## config.mk

```make
export PLATFORM = sky130hd
export DESIGN_NAME = flash_driver_command_registers
export DESIGN_NICKNAME = d
export VERILOG_FILES = /design/src/design/flash_cmd_pkg.sv /design/src/design/serial_line_monitor.sv /design/src/design/flash_launch_arbiter.sv /design/src/design/flash_driver_command_registers.sv
export SDC_FILE = /design/constraint.sdc
export NUM_CORES = 1
export LEC_CHECK = 0
export BUFFER_PORTS_ARGS = -buffer_cell sky130_fd_sc_hd__buf_2
export CAP_MARGIN = 25
export CORE_ASPECT_RATIO = 0.9
export CORE_MARGIN = 2
export CORE_UTILIZATION = 59
export CTS_CLUSTER_DIAMETER = 30
export DETAILED_ROUTE_END_ITERATION = 12
export PLACE_DENSITY = 0.84
export SLEW_MARGIN = 20
export SYNTH_ARGS = -nofsm -noshare
export SYNTH_HDL_FRONTEND = slang
export SYNTH_SLANG_ARGS = --single-unit
```

## constraint.sdc

```tcl
create_clock -name ref_clk -period 4.85 [get_ports ref_clk]
set_clock_uncertainty 0.2 [all_clocks]
set_input_delay 0.2425 -clock ref_clk [delete_from_list [all_inputs] [get_ports ref_clk]]
set_output_delay 0.2425 -clock ref_clk [all_outputs]
set_load 0.02 [all_outputs]
```

## src/design/flash_cmd_pkg.sv

```systemverilog
// constants, register map and field layout of the flash driver command registers
//-----------------------------------------------------------------------------
//-----------------------------------------------------------------------------
package flash_cmd_pkg;

    // serial address of the device; value is arbitrary
    localparam logic [6:0] DEV_ADDR_DEFAULT = 7'h2A;

    // register indices
    localparam logic [7:0] IDX_SHUTDOWN = 8'h00;
    localparam logic [7:0] IDX_CONFIG_A = 8'h01;
    localparam logic [7:0] IDX_CONFIG_B = 8'h02;
    localparam logic [7:0] IDX_FLASH1 = 8'h03;
    localparam logic [7:0] IDX_FLASH2 = 8'h04;
    localparam logic [7:0] IDX_TORCH = 8'h06;
    localparam logic [7:0] IDX_DELAY1 = 8'h07;
    localparam logic [7:0] IDX_DELAY2 = 8'h08;
    localparam logic [7:0] IDX_WIDTH1 = 8'h0A;
    localparam logic [7:0] IDX_WIDTH2 = 8'h0B;
    localparam logic [7:0] IDX_PHOTO_REF = 8'h0D;
    localparam logic [7:0] IDX_PHOTO_GAIN = 8'h0E;
    localparam logic [7:0] IDX_VOUT = 8'h0F;
    localparam logic [7:0] IDX_INDICATOR = 8'h10;
    localparam logic [7:0] IDX_THERM_LIMIT = 8'h11;
    localparam logic [7:0] IDX_THERM_BIAS = 8'h12;
    localparam logic [7:0] IDX_RECHARGE = 8'h13;
    localparam logic [7:0] IDX_TIMEOUT = 8'h14;
    localparam logic [7:0] IDX_STATUS = 8'h17;
    localparam int REG_COUNT = 21;
    localparam logic [7:0] REG_RESET = 8'h00;

    // field masks
    localparam logic [7:0] MASK_3BIT = 8'h07;
    localparam logic [7:0] MASK_5BIT = 8'h1F;
    localparam logic [7:0] MASK_6BIT = 8'h3F;
    localparam logic [7:0] MASK_7BIT = 8'h7F;
    localparam logic [7:0] MASK_8BIT = 8'hFF;

    // config A bit positions
    localparam int CFG_A_LED1_EN = 0;
    localparam int CFG_A_LED2_EN = 1;
    localparam int CFG_A_PHOTO_EN = 4;
    localparam int CFG_A_THERM_EN = 5;
    // config B bit positions
    localparam int CFG_B_INDICATOR = 0;
    localparam int CFG_B_PRECHARGE = 1;
    localparam int CFG_B_PUMP_ACT = 2;
    localparam int CFG_B_EXT_TRIG = 3;
    localparam int CFG_B_BUS_TRIG = 4;
    localparam int CFG_B_FLASH_MODE = 5;
    localparam int CFG_B_SOFT_RESET = 7;

    // torch current ceiling per LED in torch mode
    localparam int TORCH_LIMIT_MA = 100;
    localparam int TORCH_LSB_MA = 2;
    localparam logic [5:0] TORCH_LIMIT_CODE = 6'(TORCH_LIMIT_MA / TORCH_LSB_MA);

    typedef enum logic [8:0] {
        ST_IDLE = 9'h001,
        ST_ADDR = 9'h002,
        ST_ADDR_ACK = 9'h004,
        ST_INDEX = 9'h008,
        ST_INDEX_ACK = 9'h010,
        ST_WDATA = 9'h020,
        ST_WDATA_ACK = 9'h040,
        ST_RDATA = 9'h080,
        ST_RDATA_ACK = 9'h100
    } serial_state_e;

    // writable bits of each register; unlisted indices hold nothing
    function automatic logic [7:0] regMask(input logic [7:0] idx);
        case (idx)
            IDX_CONFIG_A, IDX_CONFIG_B: regMask = MASK_8BIT;
            IDX_VOUT, IDX_RECHARGE: regMask = MASK_3BIT;
            IDX_THERM_LIMIT: regMask = MASK_5BIT;
            IDX_FLASH1, IDX_FLASH2, IDX_TORCH, IDX_INDICATOR, IDX_THERM_BIAS: regMask = MASK_6BIT;
            IDX_TIMEOUT: regMask = MASK_7BIT;
            IDX_DELAY1, IDX_DELAY2, IDX_WIDTH1, IDX_WIDTH2: regMask = MASK_8BIT;
            IDX_PHOTO_REF, IDX_PHOTO_GAIN: regMask = MASK_8BIT;
            default: regMask = 8'h00;
        endcase
    endfunction

endpackage

```

## src/design/serial_line_monitor.sv

```systemverilog
// start, stop and clock edge detection on the serial bus lines
`timescale 1ns/100ps
module serial_line_monitor
    import flash_cmd_pkg::*;
(
    // clock and reset
    input wire logic ref_clk,
    input wire logic reset,
    // bus lines as seen on the pins
    input wire logic sclIn,
    input wire logic sdaIn,
    // one-cycle line events
    output logic startSeen,
    output logic stopSeen,
    output logic sclRise,
    output logic sclFall
);
    logic sclPrev_reg;
    logic sclPrev_next;
    logic sdaPrev_reg;
    logic sdaPrev_next;

    always_comb begin
        sclPrev_next = sclIn;
        sdaPrev_next = sdaIn;
        // data moving while the clock is high marks frame boundaries
        startSeen = sclPrev_reg & sclIn & sdaPrev_reg & ~sdaIn;
        stopSeen = sclPrev_reg & sclIn & ~sdaPrev_reg & sdaIn;
        sclRise = ~sclPrev_reg & sclIn;
        sclFall = sclPrev_reg & ~sclIn;
    end

    always_ff @(posedge ref_clk) begin
        if (reset) begin
            sclPrev_reg <= 1'b1;
            sdaPrev_reg <= 1'b1;
        end else begin
            sclPrev_reg <= sclPrev_next;
            sdaPrev_reg <= sdaPrev_next;
        end
    end
endmodule

```

## src/design/flash_launch_arbiter.sv

```systemverilog
// chooses the flash launch source and applies the torch current ceiling
`timescale 1ns/100ps
module flash_launch_arbiter
    import flash_cmd_pkg::*;
(
    // mode and trigger controls
    input wire logic flashModeSelect,
    input wire logic busFlashTrigger,
    input wire logic externalTriggerEnable,
    input wire logic extTriggerIn,
    // programmed currents
    input wire logic [5:0] flashCurrent,
    input wire logic [5:0] torchCurrent,
    // decisions
    output logic fireRequest,
    output logic fromExternal,
    output logic [5:0] ledCurrent
);
    always_comb begin
        fromExternal = externalTriggerEnable;
        if (!flashModeSelect) begin
            fireRequest = 1'b0;
        end else if (externalTriggerEnable) begin
            // the pulse width on the pin is the flash width
            fireRequest = extTriggerIn;
        end else begin
            fireRequest = busFlashTrigger;
        end
        if (flashModeSelect) begin
            ledCurrent = flashCurrent;
        end else if (torchCurrent > TORCH_LIMIT_CODE) begin
            ledCurrent = TORCH_LIMIT_CODE;
        end else begin
            ledCurrent = torchCurrent;
        end
    end
endmodule

```

## src/design/flash_driver_command_registers.sv

```systemverilog
// serial slave, register bank and shutdown control of the flash driver
`timescale 1ns/100ps
module flash_driver_command_registers
    import flash_cmd_pkg::*;
#(
    parameter logic [6:0] DEV_ADDR = DEV_ADDR_DEFAULT
) (
    // clock and reset
    input wire logic ref_clk,
    input wire logic reset,
    // serial bus, data line open drain
    input wire logic sclIn,
    input wire logic sdaIn,
    output logic sdaOut,
    output logic sdaOe,
    // analog side inputs
    input wire logic extTriggerIn,
    input wire logic voutAtLeastTwoVolt,
    // power control
    output logic shutdownActive,
    output logic regulationEnable,
    output logic reservoirConnect,
    output logic reservoirBiasEnable,
    // LED control
    output logic [1:0] ledDriveOn,
    output logic [5:0] ledCurrent1,
    output logic [5:0] ledCurrent2,
    output logic flashFire,
    output logic indicatorEnable,
    // programmed settings
    output logic [2:0] voutCode,
    output logic [2:0] supercapRechargeCurrent,
    output logic [5:0] thermBiasCode,
    output logic [4:0] thermLimitCode,
    output logic [6:0] timeoutCode,
    output logic [5:0] indicatorLedCurrent,
    output logic [7:0] flashWidth1,
    output logic [7:0] flashWidth2,
    output logic [7:0] flashDelay1,
    output logic [7:0] flashDelay2,
    output logic [7:0] photoSenseRef,
    output logic [7:0] photoSenseGain,
    output logic thermistorProtection,
    output logic photoSenseEnable,
    output logic flashModeSelect,
    output logic busFlashTrigger,
    output logic externalTriggerEnable
);
    initial begin
        if (REG_COUNT > 32) begin
            $error("register bank exceeds five-bit index");
        end
    end

    //-------------------------------------------------------------------------
    // line events
    //-------------------------------------------------------------------------
    logic startSeen;
    logic stopSeen;
    logic sclRise;
    logic sclFall;

    serial_line_monitor lineMon (
        .ref_clk(ref_clk),
        .reset(reset),
        .sclIn(sclIn),
        .sdaIn(sdaIn),
        .startSeen(startSeen),
        .stopSeen(stopSeen),
        .sclRise(sclRise),
        .sclFall(sclFall)
    );

    //-------------------------------------------------------------------------
    // register bank state
    //-------------------------------------------------------------------------
    logic [7:0] regFile_reg [REG_COUNT];
    logic [7:0] regFile_next [REG_COUNT];
    logic shutdown_reg;
    logic shutdown_next;
    logic commitWrite;

    // outputs derived from settings, registered below
    logic [1:0] ledDriveOn_reg;
    logic [1:0] ledDriveOn_next;
    logic [5:0] ledCurrent1_reg;
    logic [5:0] ledCurrent2_reg;
    logic flashFire_reg;
    logic flashFire_next;
    logic regulation_reg;
    logic regulation_next;
    logic reservoir_reg;
    logic reservoir_next;
    logic bias_reg;
    logic bias_next;
    logic indicator_reg;
    logic indicator_next;

    function automatic logic [7:0] readByte(input logic [7:0] idx);
        if (idx == IDX_STATUS) begin
            readByte = {5'h00, bias_reg, flashFire_reg, shutdown_reg};
        end else if (idx < 8'(REG_COUNT)) begin
            readByte = regFile_reg[idx[4:0]] & regMask(idx);
        end else begin
            readByte = 8'h00;
        end
    endfunction

    //-------------------------------------------------------------------------
    // serial slave
    //-------------------------------------------------------------------------
    serial_state_e state_reg;
    serial_state_e state_next;
    logic [7:0] shift_reg;
    logic [7:0] shift_next;
    logic [3:0] bitCnt_reg;
    logic [3:0] bitCnt_next;
    logic [7:0] index_reg;
    logic [7:0] index_next;
    logic readMode_reg;
    logic readMode_next;
    logic sdaOe_reg;
    logic sdaOe_next;
    logic [7:0] loadByte;

    always_comb begin
        state_next = state_reg;
        shift_next = shift_reg;
        bitCnt_next = bitCnt_reg;
        index_next = index_reg;
        readMode_next = readMode_reg;
        sdaOe_next = sdaOe_reg;
        commitWrite = 1'b0;
        loadByte = readByte(index_reg);
        if (startSeen) begin
            // a repeated start abandons any byte in flight
            state_next = ST_ADDR;
            bitCnt_next = 4'h0;
            sdaOe_next = 1'b0;
        end else if (stopSeen) begin
            state_next = ST_IDLE;
            sdaOe_next = 1'b0;
        end else begin
            case (state_reg)
                ST_IDLE: begin
                    sdaOe_next = 1'b0;
                end
                ST_ADDR, ST_INDEX, ST_WDATA: begin
                    if (sclRise) begin
                        shift_next = {shift_reg[6:0], sdaIn};
                        bitCnt_next = bitCnt_reg + 4'h1;
                    end else if (sclFall && bitCnt_reg == 4'h8) begin
                        sdaOe_next = 1'b1;
                        if (state_reg == ST_ADDR) begin
                            if (shift_reg[7:1] == DEV_ADDR) begin
                                readMode_next = shift_reg[0];
                                state_next = ST_ADDR_ACK;
                            end else begin
                                sdaOe_next = 1'b0;
                                state_next = ST_IDLE;
                            end
                        end else if (state_reg == ST_INDEX) begin
                            index_next = shift_reg;
                            state_next = ST_INDEX_ACK;
                        end else begin
                            state_next = ST_WDATA_ACK;
                        end
                    end
                end
                ST_ADDR_ACK: begin
                    if (sclFall) begin
                        bitCnt_next = 4'h0;
                        if (readMode_reg) begin
                            shift_next = loadByte;
                            sdaOe_next = ~loadByte[7];
                            state_next = ST_RDATA;
                        end else begin
                            sdaOe_next = 1'b0;
                            state_next = ST_INDEX;
                        end
                    end
                end
                ST_INDEX_ACK: begin
                    if (sclFall) begin
                        bitCnt_next = 4'h0;
                        sdaOe_next = 1'b0;
                        state_next = ST_WDATA;
                    end
                end
                ST_WDATA_ACK: begin
                    if (sclFall) begin
                        // the byte lands only once its acknowledge clock ends
                        commitWrite = 1'b1;
                        index_next = index_reg + 8'h01;
                        bitCnt_next = 4'h0;
                        sdaOe_next = 1'b0;
                        state_next = ST_WDATA;
                    end
                end
                ST_RDATA: begin
                    if (sclRise) begin
                        bitCnt_next = bitCnt_reg + 4'h1;
                    end else if (sclFall) begin
                        if (bitCnt_reg == 4'h8) begin
                            sdaOe_next = 1'b0;
                            state_next = ST_RDATA_ACK;
                        end else begin
                            shift_next = {shift_reg[6:0], 1'b0};
                            sdaOe_next = ~shift_reg[6];
                        end
                    end
                end
                ST_RDATA_ACK: begin
                    if (sclRise) begin
                        if (sdaIn) begin
                            state_next = ST_IDLE;
                        end else begin
                            index_next = index_reg + 8'h01;
                        end
                    end else if (sclFall) begin
                        bitCnt_next = 4'h0;
                        shift_next = loadByte;
                        sdaOe_next = ~loadByte[7];
                        state_next = ST_RDATA;
                    end
                end
                default: begin
                    state_next = ST_IDLE;
                    sdaOe_next = 1'b0;
                end
            endcase
        end
    end

    always_ff @(posedge ref_clk) begin
        if (reset) begin
            state_reg <= ST_IDLE;
            shift_reg <= 8'h00;
            bitCnt_reg <= 4'h0;
            index_reg <= 8'h00;
            readMode_reg <= 1'b0;
            sdaOe_reg <= 1'b0;
        end else begin
            state_reg <= state_next;
            shift_reg <= shift_next;
            bitCnt_reg <= bitCnt_next;
            index_reg <= index_next;
            readMode_reg <= readMode_next;
            sdaOe_reg <= sdaOe_next;
        end
    end

    //-------------------------------------------------------------------------
    // register writes and shutdown
    //-------------------------------------------------------------------------
    always_comb begin
        regFile_next = regFile_reg;
        shutdown_next = shutdown_reg;
        if (commitWrite) begin
            if (index_reg == IDX_SHUTDOWN) begin
                // data value is ignored; settings are left untouched
                shutdown_next = 1'b1;
            end else if (index_reg == IDX_CONFIG_B && shift_reg[CFG_B_SOFT_RESET]) begin
                for (int i = 0; i < REG_COUNT; i++) begin
                    regFile_next[i] = REG_RESET;
                end
            end else if (index_reg < 8'(REG_COUNT)) begin
                // upper bits beyond each field are dropped
                regFile_next[index_reg[4:0]] = shift_reg & regMask(index_reg);
                if (index_reg == IDX_CONFIG_B
                        && (shift_reg[CFG_B_PUMP_ACT] || shift_reg[CFG_B_PRECHARGE])) begin
                    shutdown_next = 1'b0;
                end
            end
        end
    end

    always_ff @(posedge ref_clk) begin
        if (reset) begin
            for (int i = 0; i < REG_COUNT; i++) begin
                regFile_reg[i] <= REG_RESET;
            end
            shutdown_reg <= 1'b1;
        end else begin
            regFile_reg <= regFile_next;
            shutdown_reg <= shutdown_next;
        end
    end

    //-------------------------------------------------------------------------
    // flash launch and power control
    //-------------------------------------------------------------------------
    logic fireRequest;
    logic [5:0] arbCurrent1;
    logic [5:0] arbCurrent2;
    logic [7:0] cfgA;
    logic [7:0] cfgB;

    assign cfgA = regFile_reg[IDX_CONFIG_A[4:0]];
    assign cfgB = regFile_reg[IDX_CONFIG_B[4:0]];

    flash_launch_arbiter arb1 (
        .flashModeSelect(cfgB[CFG_B_FLASH_MODE]),
        .busFlashTrigger(cfgB[CFG_B_BUS_TRIG]),
        .externalTriggerEnable(cfgB[CFG_B_EXT_TRIG]),
        .extTriggerIn(extTriggerIn),
        .flashCurrent(regFile_reg[IDX_FLASH1[4:0]][5:0]),
        .torchCurrent(regFile_reg[IDX_TORCH[4:0]][5:0]),
        .fireRequest(fireRequest),
        .fromExternal(),
        .ledCurrent(arbCurrent1)
    );

    flash_launch_arbiter arb2 (
        .flashModeSelect(cfgB[CFG_B_FLASH_MODE]),
        .busFlashTrigger(cfgB[CFG_B_BUS_TRIG]),
        .externalTriggerEnable(cfgB[CFG_B_EXT_TRIG]),
        .extTriggerIn(extTriggerIn),
        .flashCurrent(regFile_reg[IDX_FLASH2[4:0]][5:0]),
        .torchCurrent(regFile_reg[IDX_TORCH[4:0]][5:0]),
        .fireRequest(),
        .fromExternal(),
        .ledCurrent(arbCurrent2)
    );

    always_comb begin
        flashFire_next = ~shutdown_reg & fireRequest;
        indicator_next = ~shutdown_reg & cfgB[CFG_B_INDICATOR];
        ledDriveOn_next[0] = ~shutdown_reg & cfgA[CFG_A_LED1_EN];
        ledDriveOn_next[1] = ~shutdown_reg & cfgA[CFG_A_LED2_EN];
        regulation_next = ~shutdown_reg & cfgB[CFG_B_PUMP_ACT];
        reservoir_next = ~shutdown_reg
            & (cfgB[CFG_B_PUMP_ACT] | cfgB[CFG_B_PRECHARGE]);
        // no discharge output exists: the capacitor decays through outside parts
        bias_next = shutdown_reg ? voutAtLeastTwoVolt : 1'b1;
    end

    always_ff @(posedge ref_clk) begin
        if (reset) begin
            ledDriveOn_reg <= 2'h0;
            ledCurrent1_reg <= 6'h00;
            ledCurrent2_reg <= 6'h00;
            flashFire_reg <= 1'b0;
            regulation_reg <= 1'b0;
            reservoir_reg <= 1'b0;
            bias_reg <= 1'b0;
            indicator_reg <= 1'b0;
        end else begin
            ledDriveOn_reg <= ledDriveOn_next;
            ledCurrent1_reg <= arbCurrent1;
            ledCurrent2_reg <= arbCurrent2;
            flashFire_reg <= flashFire_next;
            regulation_reg <= regulation_next;
            reservoir_reg <= reservoir_next;
            bias_reg <= bias_next;
            indicator_reg <= indicator_next;
        end
    end

    //-------------------------------------------------------------------------
    // outputs
    //-------------------------------------------------------------------------
    // open drain: only ever pulls low
    assign sdaOut = 1'b0;
    assign sdaOe = sdaOe_reg;
    assign shutdownActive = shutdown_reg;
    assign regulationEnable = regulation_reg;
    assign reservoirConnect = reservoir_reg;
    assign reservoirBiasEnable = bias_reg;
    assign ledDriveOn = ledDriveOn_reg;
    assign ledCurrent1 = ledCurrent1_reg;
    assign ledCurrent2 = ledCurrent2_reg;
    assign flashFire = flashFire_reg;
    assign indicatorEnable = indicator_reg;
    assign voutCode = regFile_reg[IDX_VOUT[4:0]][2:0];
    assign supercapRechargeCurrent = regFile_reg[IDX_RECHARGE[4:0]][2:0];
    assign thermBiasCode = regFile_reg[IDX_THERM_BIAS[4:0]][5:0];
    assign thermLimitCode = regFile_reg[IDX_THERM_LIMIT[4:0]][4:0];
    assign timeoutCode = regFile_reg[IDX_TIMEOUT[4:0]][6:0];
    assign indicatorLedCurrent = regFile_reg[IDX_INDICATOR[4:0]][5:0];
    assign flashWidth1 = regFile_reg[IDX_WIDTH1[4:0]];
    assign flashWidth2 = regFile_reg[IDX_WIDTH2[4:0]];
    assign flashDelay1 = regFile_reg[IDX_DELAY1[4:0]];
    assign flashDelay2 = regFile_reg[IDX_DELAY2[4:0]];
    assign photoSenseRef = regFile_reg[IDX_PHOTO_REF[4:0]];
    assign photoSenseGain = regFile_reg[IDX_PHOTO_GAIN[4:0]];
    assign thermistorProtection = cfgA[CFG_A_THERM_EN];
    assign photoSenseEnable = cfgA[CFG_A_PHOTO_EN];
    assign flashModeSelect = cfgB[CFG_B_FLASH_MODE];
    assign busFlashTrigger = cfgB[CFG_B_BUS_TRIG];
    assign externalTriggerEnable = cfgB[CFG_B_EXT_TRIG];
endmodule

```

# Word level (Yosys, flattened, before mapping)
# Memory sizes are Yosys's and may differ from the RTL's. A register that Yosys moved wholly into a read port is not among the register bits.
# Cells that the tools add are included.
# totals
ff_bits	221
latch_bits	0
mem_bits_rw	0
romBits	512
in_bits	6
output_inout_bits	105
memories	2
# memory_table
memory	words	width	rd	rd_clocked_by_memory_dff	write_ports	line_no	rtl
(no name shown)	32	8	1	1	0	flash_cmd_pkg.sv:72	case (idx)
(no name shown)	32	8	1	1	0	flash_cmd_pkg.sv:72	
# op_classes
add_sub_neg	2
mul	0
div	0
magnitude_cmp	4
n_eq_ne	44
shifts	0
muxes	87
n_bitwise	29
n_reduce_logical	28
# ops
cell	count
$mux W168	2
$mux W8	29
$bwmux W168	1
$mux W9	11
$pmux W9 S6	1
$bmux W8 S5	1
$demux W8 S5	1
$pmux W8 S4	1
$ne A2 B2 Y1 const B	15
$reduce_and A10 Y1	3
$ne A4 B2 Y1 const B	6
$pmux W8 S3	1
$mux W1	23
$mux W5	4
$mux W6	3
$and A8 B8 Y8	2
$and A1 B1 Y1	13
$mux W4	3
$not A1 Y1	12
$pmux W4 S3	1
$reduce_and A11 Y1	1
$eq A9 B1 Y1 const B	1
$eq A9 B2 Y1 const B	1
$eq A9 B3 Y1 const B	1
43 further kinds	57

# Logic depth before layout (Yosys ltp)
# Gate-level depths: netlist of run 1.
# depth
depth_word	11
depth_mapped	16

# Hierarchy
# Synthesis of run 1 repeated with hierarchy kept, for this count alone.
# unflattened
cells_unflattened	1372
hier_area_um2	11467.2
# by_module_without_submodules
module	instances	cells_per_inst	area_each_um2	seq_area_each_um2
flash_driver_command_registers	1	1328	11086.9	4484.3
flash_launch_arbiter	2	18	147.6	0.0
serial_line_monitor	1	8	85.1	40.0

# Worst setup path before layout of run 1
# OpenSTA, ideal clock, no wires.
# synth_path
path_type	reg-to-reg
startpoint	register index_reg[1]
endpoint	register with a tool-made name
setup_ns	0.149
arrival_time_ns	3.135
required_time_ns	4.501
setup_slack_ns	1.366
stages_incl_launch_ff	16
path_buffers	4
synth_period_minus_slack_ns	3.484
cell_sequence	dfxtp_1 > buf_2 > buf_1 > buf_1 > buf_2 > inv_1 > ha_1 > nand2_1 > a21oi_1 > a21oi_1 > nor2_1 > inv_1 > ha_1 > nor3b_1 > o311ai_1 > o311ai_0
# synth_lines
item	line_no	rtl
start: declaration	flash_driver_command_registers.sv:118	logic [7:0] index_reg;
start signal: assignment	flash_driver_command_registers.sv:247	index_reg <= index_next;

==> run summary, run 1 <==
Horizontal die dimension: 148 um
DR vias: 9706
Grt total ovfl: 0
Final worst-path setup slack: 632 ps
Data required, critical path: 5020 ps
DRC violation count after routing: 0
Post-Synthesis Cell Area: 11000 sq um
Dominant register cell in the synthesized netlist: dfxtp_1
Final weighted congestion of routability-driven global placement: 0.941
Post-Syn Nets: 1207
Initial core utilization: 0.599
Total Routing Usage GR: 0.313
Wire length per cell after detailed routing: 21.6 um
Max transition margin: 0.297
Clock buffers created by TritonCTS: 40
Die Y-Extent: 133 um
Layout area overhead: 13.3%
Number of vias per cell after detailed routing: 6.62
Clock tree from TritonCTS: built
Most used cells in the layout excluding fill and tap cells: nor2_1, dfxtp_1, a22oi_1, buf_2, nand2_1
Commonest non-fill, non-tap cell in the layout: nor2_1
Async set-reset flop share out of synthesis: 0
Leakage power: 4.68 nW
Count of flip-flops with a built-in enable after synthesis: 0
Min-Delay Path Class: in -> reg
Max-slew violation count: 0
Final worst path period need: 4220 ps
Routed Wire Length: 31.7 mm
Crit path launch type: flip-flop
Placeable core region: 18300 sq um
Number of setup violations in the final report: 0
Crit path DAT: 4390 ps
Max-cap violations: 0
Clock Tree Buf Depth: 3
Post-Route Setup TNS: 0 ps
Worst voltage drop across the vdd grid: 0.000364 V
Buffers inserted by post-CTS timing repair: 0
Count of mapped cells out of synthesis: 1191
Count of inserted antenna diode cells: 0
Sequential cell area fraction in the yosys report: 0.412
Count of state elements after synthesis: 226
Synth warn: 0
Worst hold slack: 75.5 ps
Final period util: 0.870
FP Rows: 47
Unique cell type count in the Yosys netlist: 75
Later-pin clock latency in the skew report: 520 ps
Power per cell area: 400 nW/um^2
CP max FO: 12
# clock sinks: 226
Pin count of the biggest net entering global routing: 133
Ratio of cells with drive above 1 in the final layout: 0.216
First-pass GRT wire length: 49.1 mm
First-iteration detailed-routing DRC count: 1238
Clock root buffer: clkbuf_16
Reg2Reg Depth: 11
Worst Setup End Kind: flip-flop
I/O pin total: 111
Setup repair after global routing missed its margin: false
Mean Syn Cell Area: 9.23 sq um
Number of global-route vias before repair: 8878
Kind of critical path: reg -> reg
DR pass1 iterations: 8
Total of buffers placed on input and output ports: 109
Die Area: 19700 sq um
Transition time at the pin with the least slew margin: 1040 ps
Number of levels the H-tree was split into: 2
Worst hold path depth: 2
Initial antenna violation count: 0
CTS clk-pin slew, worst paths: 50 ps
Max FFs per register: 74
DRT antenna net count: 0
Worst setup timing slack at the placement stage: 723 ps
Result of the run: finished, final reports clean
Final net count: 1209
Highest attainable clock frequency: 0.237 GHz
Fin. Hold Viols: 0
Detail Placement HPWL: 20.5 mm
## path summary, 6_finish.rpt
| path | to | from | slack (ps) |
|---|---|---|---|
| hold / removal | state_reg[1] | reset | 80 |
| setup reg to reg | flip-flop | lineMon.sclPrev_reg | 630 |
| hold reg to reg | regFile_reg[167] | regFile_reg[167] | 260 |
| setup / recovery | flip-flop | lineMon.sclPrev_reg | 630 |
## cells in the mapped netlist, drive strengths merged, types with 3 or more instances
library cell  instances  area, sq um
o211ai                3         22.5
nor2b                 8         50.1
a311oi                3         26.3
xor2                  3         26.3
xnor2                 5         43.8
o21a                  3         22.5
a22o                  4         35.0
nor2                228          858
nor4                  4         55.1
clkbuf               56          210
nor4b                 4         50.1
or3                   5         31.3
nand3b                3         22.5
inv                  14         52.6
o21ai                34          170
mux4                 46         1040
ha                   10          125
o311ai                4         35.0
a21oi                35          183
and3b                 3         26.3
nand3                11         55.1
and4                  5         43.8
mux2i                14          140
nor3                 12         60.1
a21o                  3         22.5
a222oi                7         70.1
nand4b                5         43.8
a31oi                 7         43.8
and3                 17          111
or2                   6         37.5
nand4                 6         37.5
nand2                50          188
nor3b                 6         45.0
dfxtp               226         4520
a22oi               161         1210
nand2b                7         43.8
and2                 21          131
a211oi                5         52.6
buf                 113          756
o22a                  4         35.0
o22ai                 4         25.0
## logic make-up after synthesis
logic type	after synthesis	share of synthesized area
AND/OR/NAND/NOR	406	0.177
other	1	0.000341
adder cells (fa/ha/maj)	10	0.0114
AO/OA/AOI/OAI	295	0.192
multiplexers	61	0.108
XOR/XNOR	8	0.00638
buffers and inverters	184	0.0930
flip-flops	226	0.412
## timing repair
item	CTS	global route
hold buffers	4	0
hold endpoints to repair	4	0
gates resized for setup	0	0
setup endpoints to repair	0	0
## layout make-up
| cell class | instances | area [sq um] |
|---|---|---|
| Fill cell | 1397 | 5900 |
| Multi-Input combinational cell | 781 | 5440 |
| Sequential cell | 226 | 4530 |
| Clock buffer | 45 | 1060 |
| Timing Repair Buffer | 129 | 712 |
| Clock inverter | 26 | 347 |
| Tap cell | 245 | 307 |
| Inverter | 15 | 56.3 |
## critical path: stages, from the launching register on
cell and delay (ps):
dfxtp_1 490, nor2b_1 410, nand2_1 200, a22oi_1 300, o2111ai_1 450, or3b_2 610
a31oi_1 380, inv_1 90, ha_1 310, nor3b_1 140, o311ai_1 310, o311ai_0 190
## routing by layer
layer  vias up  part of all wire  global-route usage
li1       4284                 -                   -
met1      4673              0.40               0.432
met2       642              0.44               0.468
met3       107              0.13              0.0938
met4         0             0.037               0.116
met5         -                 0                   0
## power breakdown
group | internal, mW | switching (mW) | total, mW | leakage [nW]
combinational | 0.0529 | 0.103 | 0.156 | 2.17
sequential | 1.87 | 0.0202 | 1.89 | 1.82
clock | 1.95 | 0.983 | 2.94 | 0.687
total | 3.87 | 1.11 | 4.98 | 4.68
## per-stage QoR
stage / instances / util / power [mW] / area [sq um]
after floorplan: 1191 / - / 2.04 / 11000
after global placement: 1392 / 0.600 / 2.08 / 11000
after detailed placement: 1392 / 0.600 / 2.07 / 11000
after CTS: 1467 / 0.679 / 4.98 / 12500
after global routing: 1467 / 0.679 / 5.09 / 12500
final: 1467 / 0.679 / 4.98 / 12500
No activity file was read; power rests on OpenSTA's default activity.
==> run 2: changes to the inputs <==
--- a/config.mk
+++ b/config.mk
@@ -12,6 +12,8 @@
 export CORE_UTILIZATION = 59
 export CTS_CLUSTER_DIAMETER = 30
 export DETAILED_ROUTE_END_ITERATION = 12
+export HOLD_SLACK_MARGIN = 0.06
+export MAX_ROUTING_LAYER = met4
 export PLACE_DENSITY = 0.84
 export SLEW_MARGIN = 20
 export SYNTH_ARGS = -nofsm -noshare
==> run 2 against run 1 <==
  * Count of clock-buffer cells in the layout rose by 10
  * Die area did not move
  * Total power rose by 8.0%
==> run summary, run 2 (synthesis results as in run 1) <==
Total area of multi-input combinational cells: 5440 sq um
Overall power consumption: 5.38 mW
Number of levels the H-tree was split into: 2
Kind of critical path: reg -> reg
Horizontal die dimension: 148 um
Final net count: 1218
FP Rows: 47
Pin count of the biggest net entering global routing: 91
# clock sinks: 226
Highest attainable clock frequency: 0.234 GHz
DRT antenna net count: 0
Max-slew violation count: 0
First-pass GRT wire length: 51.1 mm
Clock buffers created by TritonCTS: 44
Leakage power: 4.80 nW
Fraction of power consumed by the clock network: 0.619
Setup repair after global routing missed its margin: false
Data required, critical path: 5040 ps
Grt total ovfl: 0
Finished layout cell area: 12700 sq um
Switching share of total power: 0.222
Max-cap violations: 0
Post-Route Setup TNS: 0 ps
CTS clk-pin slew, worst paths: 50 ps
Cell-internal power: 4.19 mW
Post-CTS sizing: 0
First-iteration detailed-routing DRC count: 1125
Number of vias per cell after detailed routing: 6.64
Fin. Hold Viols: 0
Worst voltage drop across the vdd grid: 0.000320 V
Initial antenna violation count: 0
Die Y-Extent: 133 um
Total of buffers placed on input and output ports: 109
Wire length per cell after detailed routing: 21.8 um
Number of global-route vias before repair: 9393
Max FFs per register: 74
Crit path DAT: 4470 ps
Max transition margin: 0.359
Initial core utilization: 0.599
Worst Setup End Kind: flip-flop
Most used cells in the layout excluding fill and tap cells: nor2_1, dfxtp_1, a22oi_1, buf_2, nand2_1
Number of setup violations in the final report: 0
Min-Delay Path Class: reg -> reg
Final weighted congestion of routability-driven global placement: 0.958
Worst hold slack: 260 ps
Clock root buffer: clkbuf_16
Share of power burned in registers: 0.351
Detail Placement HPWL: 20.9 mm
Count of inserted antenna diode cells: 0
Placement-stage cell area: 11000 sq um
Layout area overhead: 15.8%
DRC violation count after routing: 0
Die Area: 19700 sq um
Total Routing Usage GR: 0.333
Final period util: 0.882
Buffers inserted by post-CTS timing repair: 0
DR vias: 9841
Fill count: 1332
Crit path launch type: flip-flop
Routed Wire Length: 32.4 mm
Later-pin clock latency in the skew report: 550 ps
I/O pin total: 111
Final worst path period need: 4280 ps
Combinational share of power: 0.029
Seq. cell area: 4530 sq um
Placeable core region: 18300 sq um
Result of the run: finished, final reports clean
DR pass1 iterations: 6
Clock tree from TritonCTS: built
Clock Tree Buf Depth: 3
Ratio of cells with drive above 1 in the final layout: 0.220
Power per cell area: 423 nW/um^2
Switching power: 1.19 mW
Commonest non-fill, non-tap cell in the layout: nor2_1
Transition time at the pin with the least slew margin: 949 ps
CP max FO: 12
[run 2: final cells by class]
cell class / count / share of cell area
timing repair buffer: 134 / 0.0597
inverter: 15 / 0.00442
clock inverter: 26 / 0.0340
clock buffer: 55 / 0.0945
sequential: 226 / 0.356
multi-input combinational: 781 / 0.428
tap: 245 / 0.0241
[run 2: worst max-delay path, stage by stage, from the launching register on]
cell	delay, ps
dfxtp_1	490
nor2b_1	430
nand2_1	210
a22oi_1	310
o2111ai_1	440
or3b_2	600
a31oi_1	390
inv_1	90
ha_1	330
nor3b_1	140
o311ai_1	320
o311ai_0	190
[run 2: final timing paths]
kind	cells after the start	startpoint	endpoint	slack, ps
max	11	lineMon.sclPrev_reg	flip-flop	570
min	1	regFile_reg[164]	regFile_reg[164]	260
max reg2reg	11	lineMon.sclPrev_reg	flip-flop	570
min reg2reg	1	regFile_reg[164]	regFile_reg[164]	260
[run 2: repair_timing]
action	in CTS	in global routing
setup endpoints to repair	0	0
hold endpoints to repair	42	0
hold buffers	8	0
[run 2: routing by layer]
metal,GRT usage,wire (um),vias up
met3,0.0884,3980,154
met5,-,0,-
met2,0.473,14200,680
met4,0.168,1590,0
li1,-,-,4306
met1,0.440,12600,4701
[run 2: power by group through the flow]
stage / sequential [mW] / clock (mW) / combinational (mW)
6_report: 1.89 / 3.33 / 0.158
5_1_grt: 1.89 / 3.45 / 0.171
4_1_cts: 1.89 / 3.35 / 0.155
3_5_place_dp: 1.92 / 0 / 0.148
3_3_place_gp: 1.92 / 0 / 0.152
2_1_floorplan: 1.91 / 0 / 0.130
[run 2: metrics by stage]
step                      setup WS, ps  std cells  utilization
after floorplan                   1370       1191            -
after global placement             784       1393        0.600
after detailed placement           616       1393        0.600
after CTS                          610       1482        0.694
after global routing               184       1482        0.694
final                              572       1482        0.694
==> run 3: changes to the inputs <==
--- a/config.mk
+++ b/config.mk
@@ -9,12 +9,12 @@
 export CAP_MARGIN = 25
 export CORE_ASPECT_RATIO = 0.9
 export CORE_MARGIN = 2
-export CORE_UTILIZATION = 59
+export CORE_UTILIZATION = 60
 export CTS_CLUSTER_DIAMETER = 30
 export DETAILED_ROUTE_END_ITERATION = 12
 export HOLD_SLACK_MARGIN = 0.06
 export MAX_ROUTING_LAYER = met4
-export PLACE_DENSITY = 0.84
+export PLACE_DENSITY = 0.85
 export SLEW_MARGIN = 20
 export SYNTH_ARGS = -nofsm -noshare
 export SYNTH_HDL_FRONTEND = slang
==> constraint.sdc (replaced) <==
create_clock -name ref_clk -period 5.41 [get_ports ref_clk]
set_clock_uncertainty 0.2 [all_clocks]
set_input_delay 0.2705 -clock ref_clk [delete_from_list [all_inputs] [get_ports ref_clk]]
set_output_delay 0.2705 -clock ref_clk [all_outputs]
set_load 0.02 [all_outputs]
==> run 3 against run 2 <==
  * Combinational power down 12%
  * Wire length down 1.2%
  * Count of clock-buffer cells in the layout down 3
  * Critical path depth unchanged
  * Setup slack better by 560 ps
  * Sequential power down 11%
  * Critical path type unchanged
  * Design area down 2.8%
==> run summary, run 3 (synthesis results as in run 1) <==
Share of power burned in registers: 0.390
Max transition margin: 0.248
Placeable core region: 17800 sq um
Routed Wire Length: 32.0 mm
Source of the worst hold timing path: reset
Die Y-Extent: 132 um
Clock root buffer: clkbuf_16
Highest attainable clock frequency: 0.233 GHz
Wire length per cell after detailed routing: 21.9 um
Worst setup timing slack at the placement stage: 1250 ps
Initial core utilization: 0.618
Number of global-route vias before repair: 8906
Worst Setup End Kind: flip-flop
Combinational share of power: 0.032
Max-slew violation count: 0
Buffers inserted by post-CTS timing repair: 0
Fraction of power consumed by the clock network: 0.578
Reg2Reg Depth: 11
FF-to-FF Start: lineMon.sclPrev_reg
Reg2reg setup slack: 1130 ps
Leakage power: 4.63 nW
Cell-internal power: 3.37 mW
First-pass GRT wire length: 49.8 mm
Min-Delay Path Class: in -> reg
Layout area overhead: 12.6%
Die Area: 19400 sq um
Hold Buf Count CTS: 4
Data required, critical path: 5580 ps
Number of setup violations in the final report: 0
Final net count: 1203
Crit path launch type: flip-flop
Max FFs per register: 74
Fin. Hold Viols: 0
Switching power: 0.968 mW
Commonest non-fill, non-tap cell in the layout: nor2_1
Post-CTS sizing: 0
Pin count of the biggest net entering global routing: 123
Kind of critical path: reg -> reg
Count of inserted antenna diode cells: 0
Hold path endpoint: state_reg[1]
Most used cells in the layout excluding fill and tap cells: nor2_1, dfxtp_1, a22oi_1, buf_2, nand2_1
# clock sinks: 226
Worst hold path depth: 2
I/O pin total: 111
Horizontal die dimension: 147 um
Clock Tree Buf Depth: 3
Final period util: 0.792
Detail Placement HPWL: 20.6 mm
DRC violation count after routing: 0
Number of vias per cell after detailed routing: 6.74
Ratio of cells with drive above 1 in the final layout: 0.211
DR vias: 9820
Final worst path period need: 4280 ps
DR pass1 iterations: 7
Number of levels the H-tree was split into: 2
Grt total ovfl: 0
Worst voltage drop across the vdd grid: 0.000265 V
Initial antenna violation count: 0
Total Routing Usage GR: 0.325
Post-Route Setup TNS: 0 ps
Final worst-path setup slack: 1130 ps
Switching share of total power: 0.223
Result of the run: finished, final reports clean
CP max FO: 12
Later-pin clock latency in the skew report: 520 ps
Clock buffers created by TritonCTS: 39
Clock tree from TritonCTS: built
Transition time at the pin with the least slew margin: 1130 ps
Max-cap violations: 0
Final weighted congestion of routability-driven global placement: 0.959
DRT antenna net count: 0
CTS clk-pin slew, worst paths: 50 ps
Worst hold slack: 83.2 ps
Utilization of the core after routing: 0.696
Power per cell area: 351 nW/um^2
FP Rows: 46
Crit path DAT: 4450 ps
Total of buffers placed on input and output ports: 109
Setup repair after global routing missed its margin: false
First-iteration detailed-routing DRC count: 1365
run 3: cell types whose count changed in the layout (fill, tap and decap cells not counted), sizes merged:
cell / before / now
bufinv: 9 / 4
dlygate4sd3: 8 / 4
clkinv: 4 / 11
buf: 126 / 119
clkinvlp: 5 / 4
inv: 23 / 16
clkbuf: 55 / 53
run 3: worst max path at each step:
| stage | from | endpoint | slack [ps] | cells past startpoint |
|---|---|---|---|---|
| final | lineMon.sclPrev_reg | flip-flop | 1130 | 11 |
| after global routing | lineMon.sclPrev_reg | flip-flop | 920 | 11 |
| after CTS | lineMon.sclPrev_reg | flip-flop | 1260 | 11 |
| after detailed placement | lineMon.sclPrev_reg | flip-flop | 1250 | 11 |
| after global placement | lineMon.sclPrev_reg | flip-flop | 1380 | 11 |
| after floorplan | index_reg[1] | flip-flop | 1930 | 15 |
run 3: worst max-delay path, stage by stage (launching register included):
cell	delay, ps
dfxtp_1	480
nor2b_1	410
nand2_1	210
a22oi_1	380
o2111ai_1	460
or3b_2	600
a31oi_1	360
inv_1	90
ha_1	320
nor3b_1	150
o311ai_1	320
o311ai_0	170
run 3: stage by stage:
step	power, mW	cell area (sq um)	instances
3_3_place_gp	1.86	10900	1379
2_1_floorplan	1.83	11000	1191
5_1_grt	4.44	12400	1458
4_1_cts	4.34	12300	1455
6_report	4.34	12400	1458
3_5_place_dp	1.86	10900	1379
run 3: power groups by stage:
| stage | registers, mW | clock network, mW | logic, mW |
|---|---|---|---|
| after global routing | 1.69 | 2.60 | 0.151 |
| after CTS | 1.69 | 2.51 | 0.135 |
| after floorplan | 1.71 | 0 | 0.116 |
| final | 1.69 | 2.51 | 0.139 |
| after detailed placement | 1.73 | 0 | 0.132 |
| after global placement | 1.73 | 0 | 0.135 |
run 3: routing by layer:
| layer | routed length [um] | track usage | up-vias |
|---|---|---|---|
| met4 | 954 | 0.120 | 0 |
| li1 | - | - | 4270 |
| met5 | 0 | - | - |
| met2 | 14200 | 0.461 | 754 |
| met3 | 3740 | 0.0716 | 97 |
| met1 | 13100 | 0.457 | 4699 |
run 3: layout make-up:
cell class	count	area [sq um]
timing repair buffer	124	683
tap	240	300
fill	1291	5420
clock buffer	52	1120
clock inverter	20	244
multi-input combinational	781	5440
inverter	15	56.3
sequential	226	4530
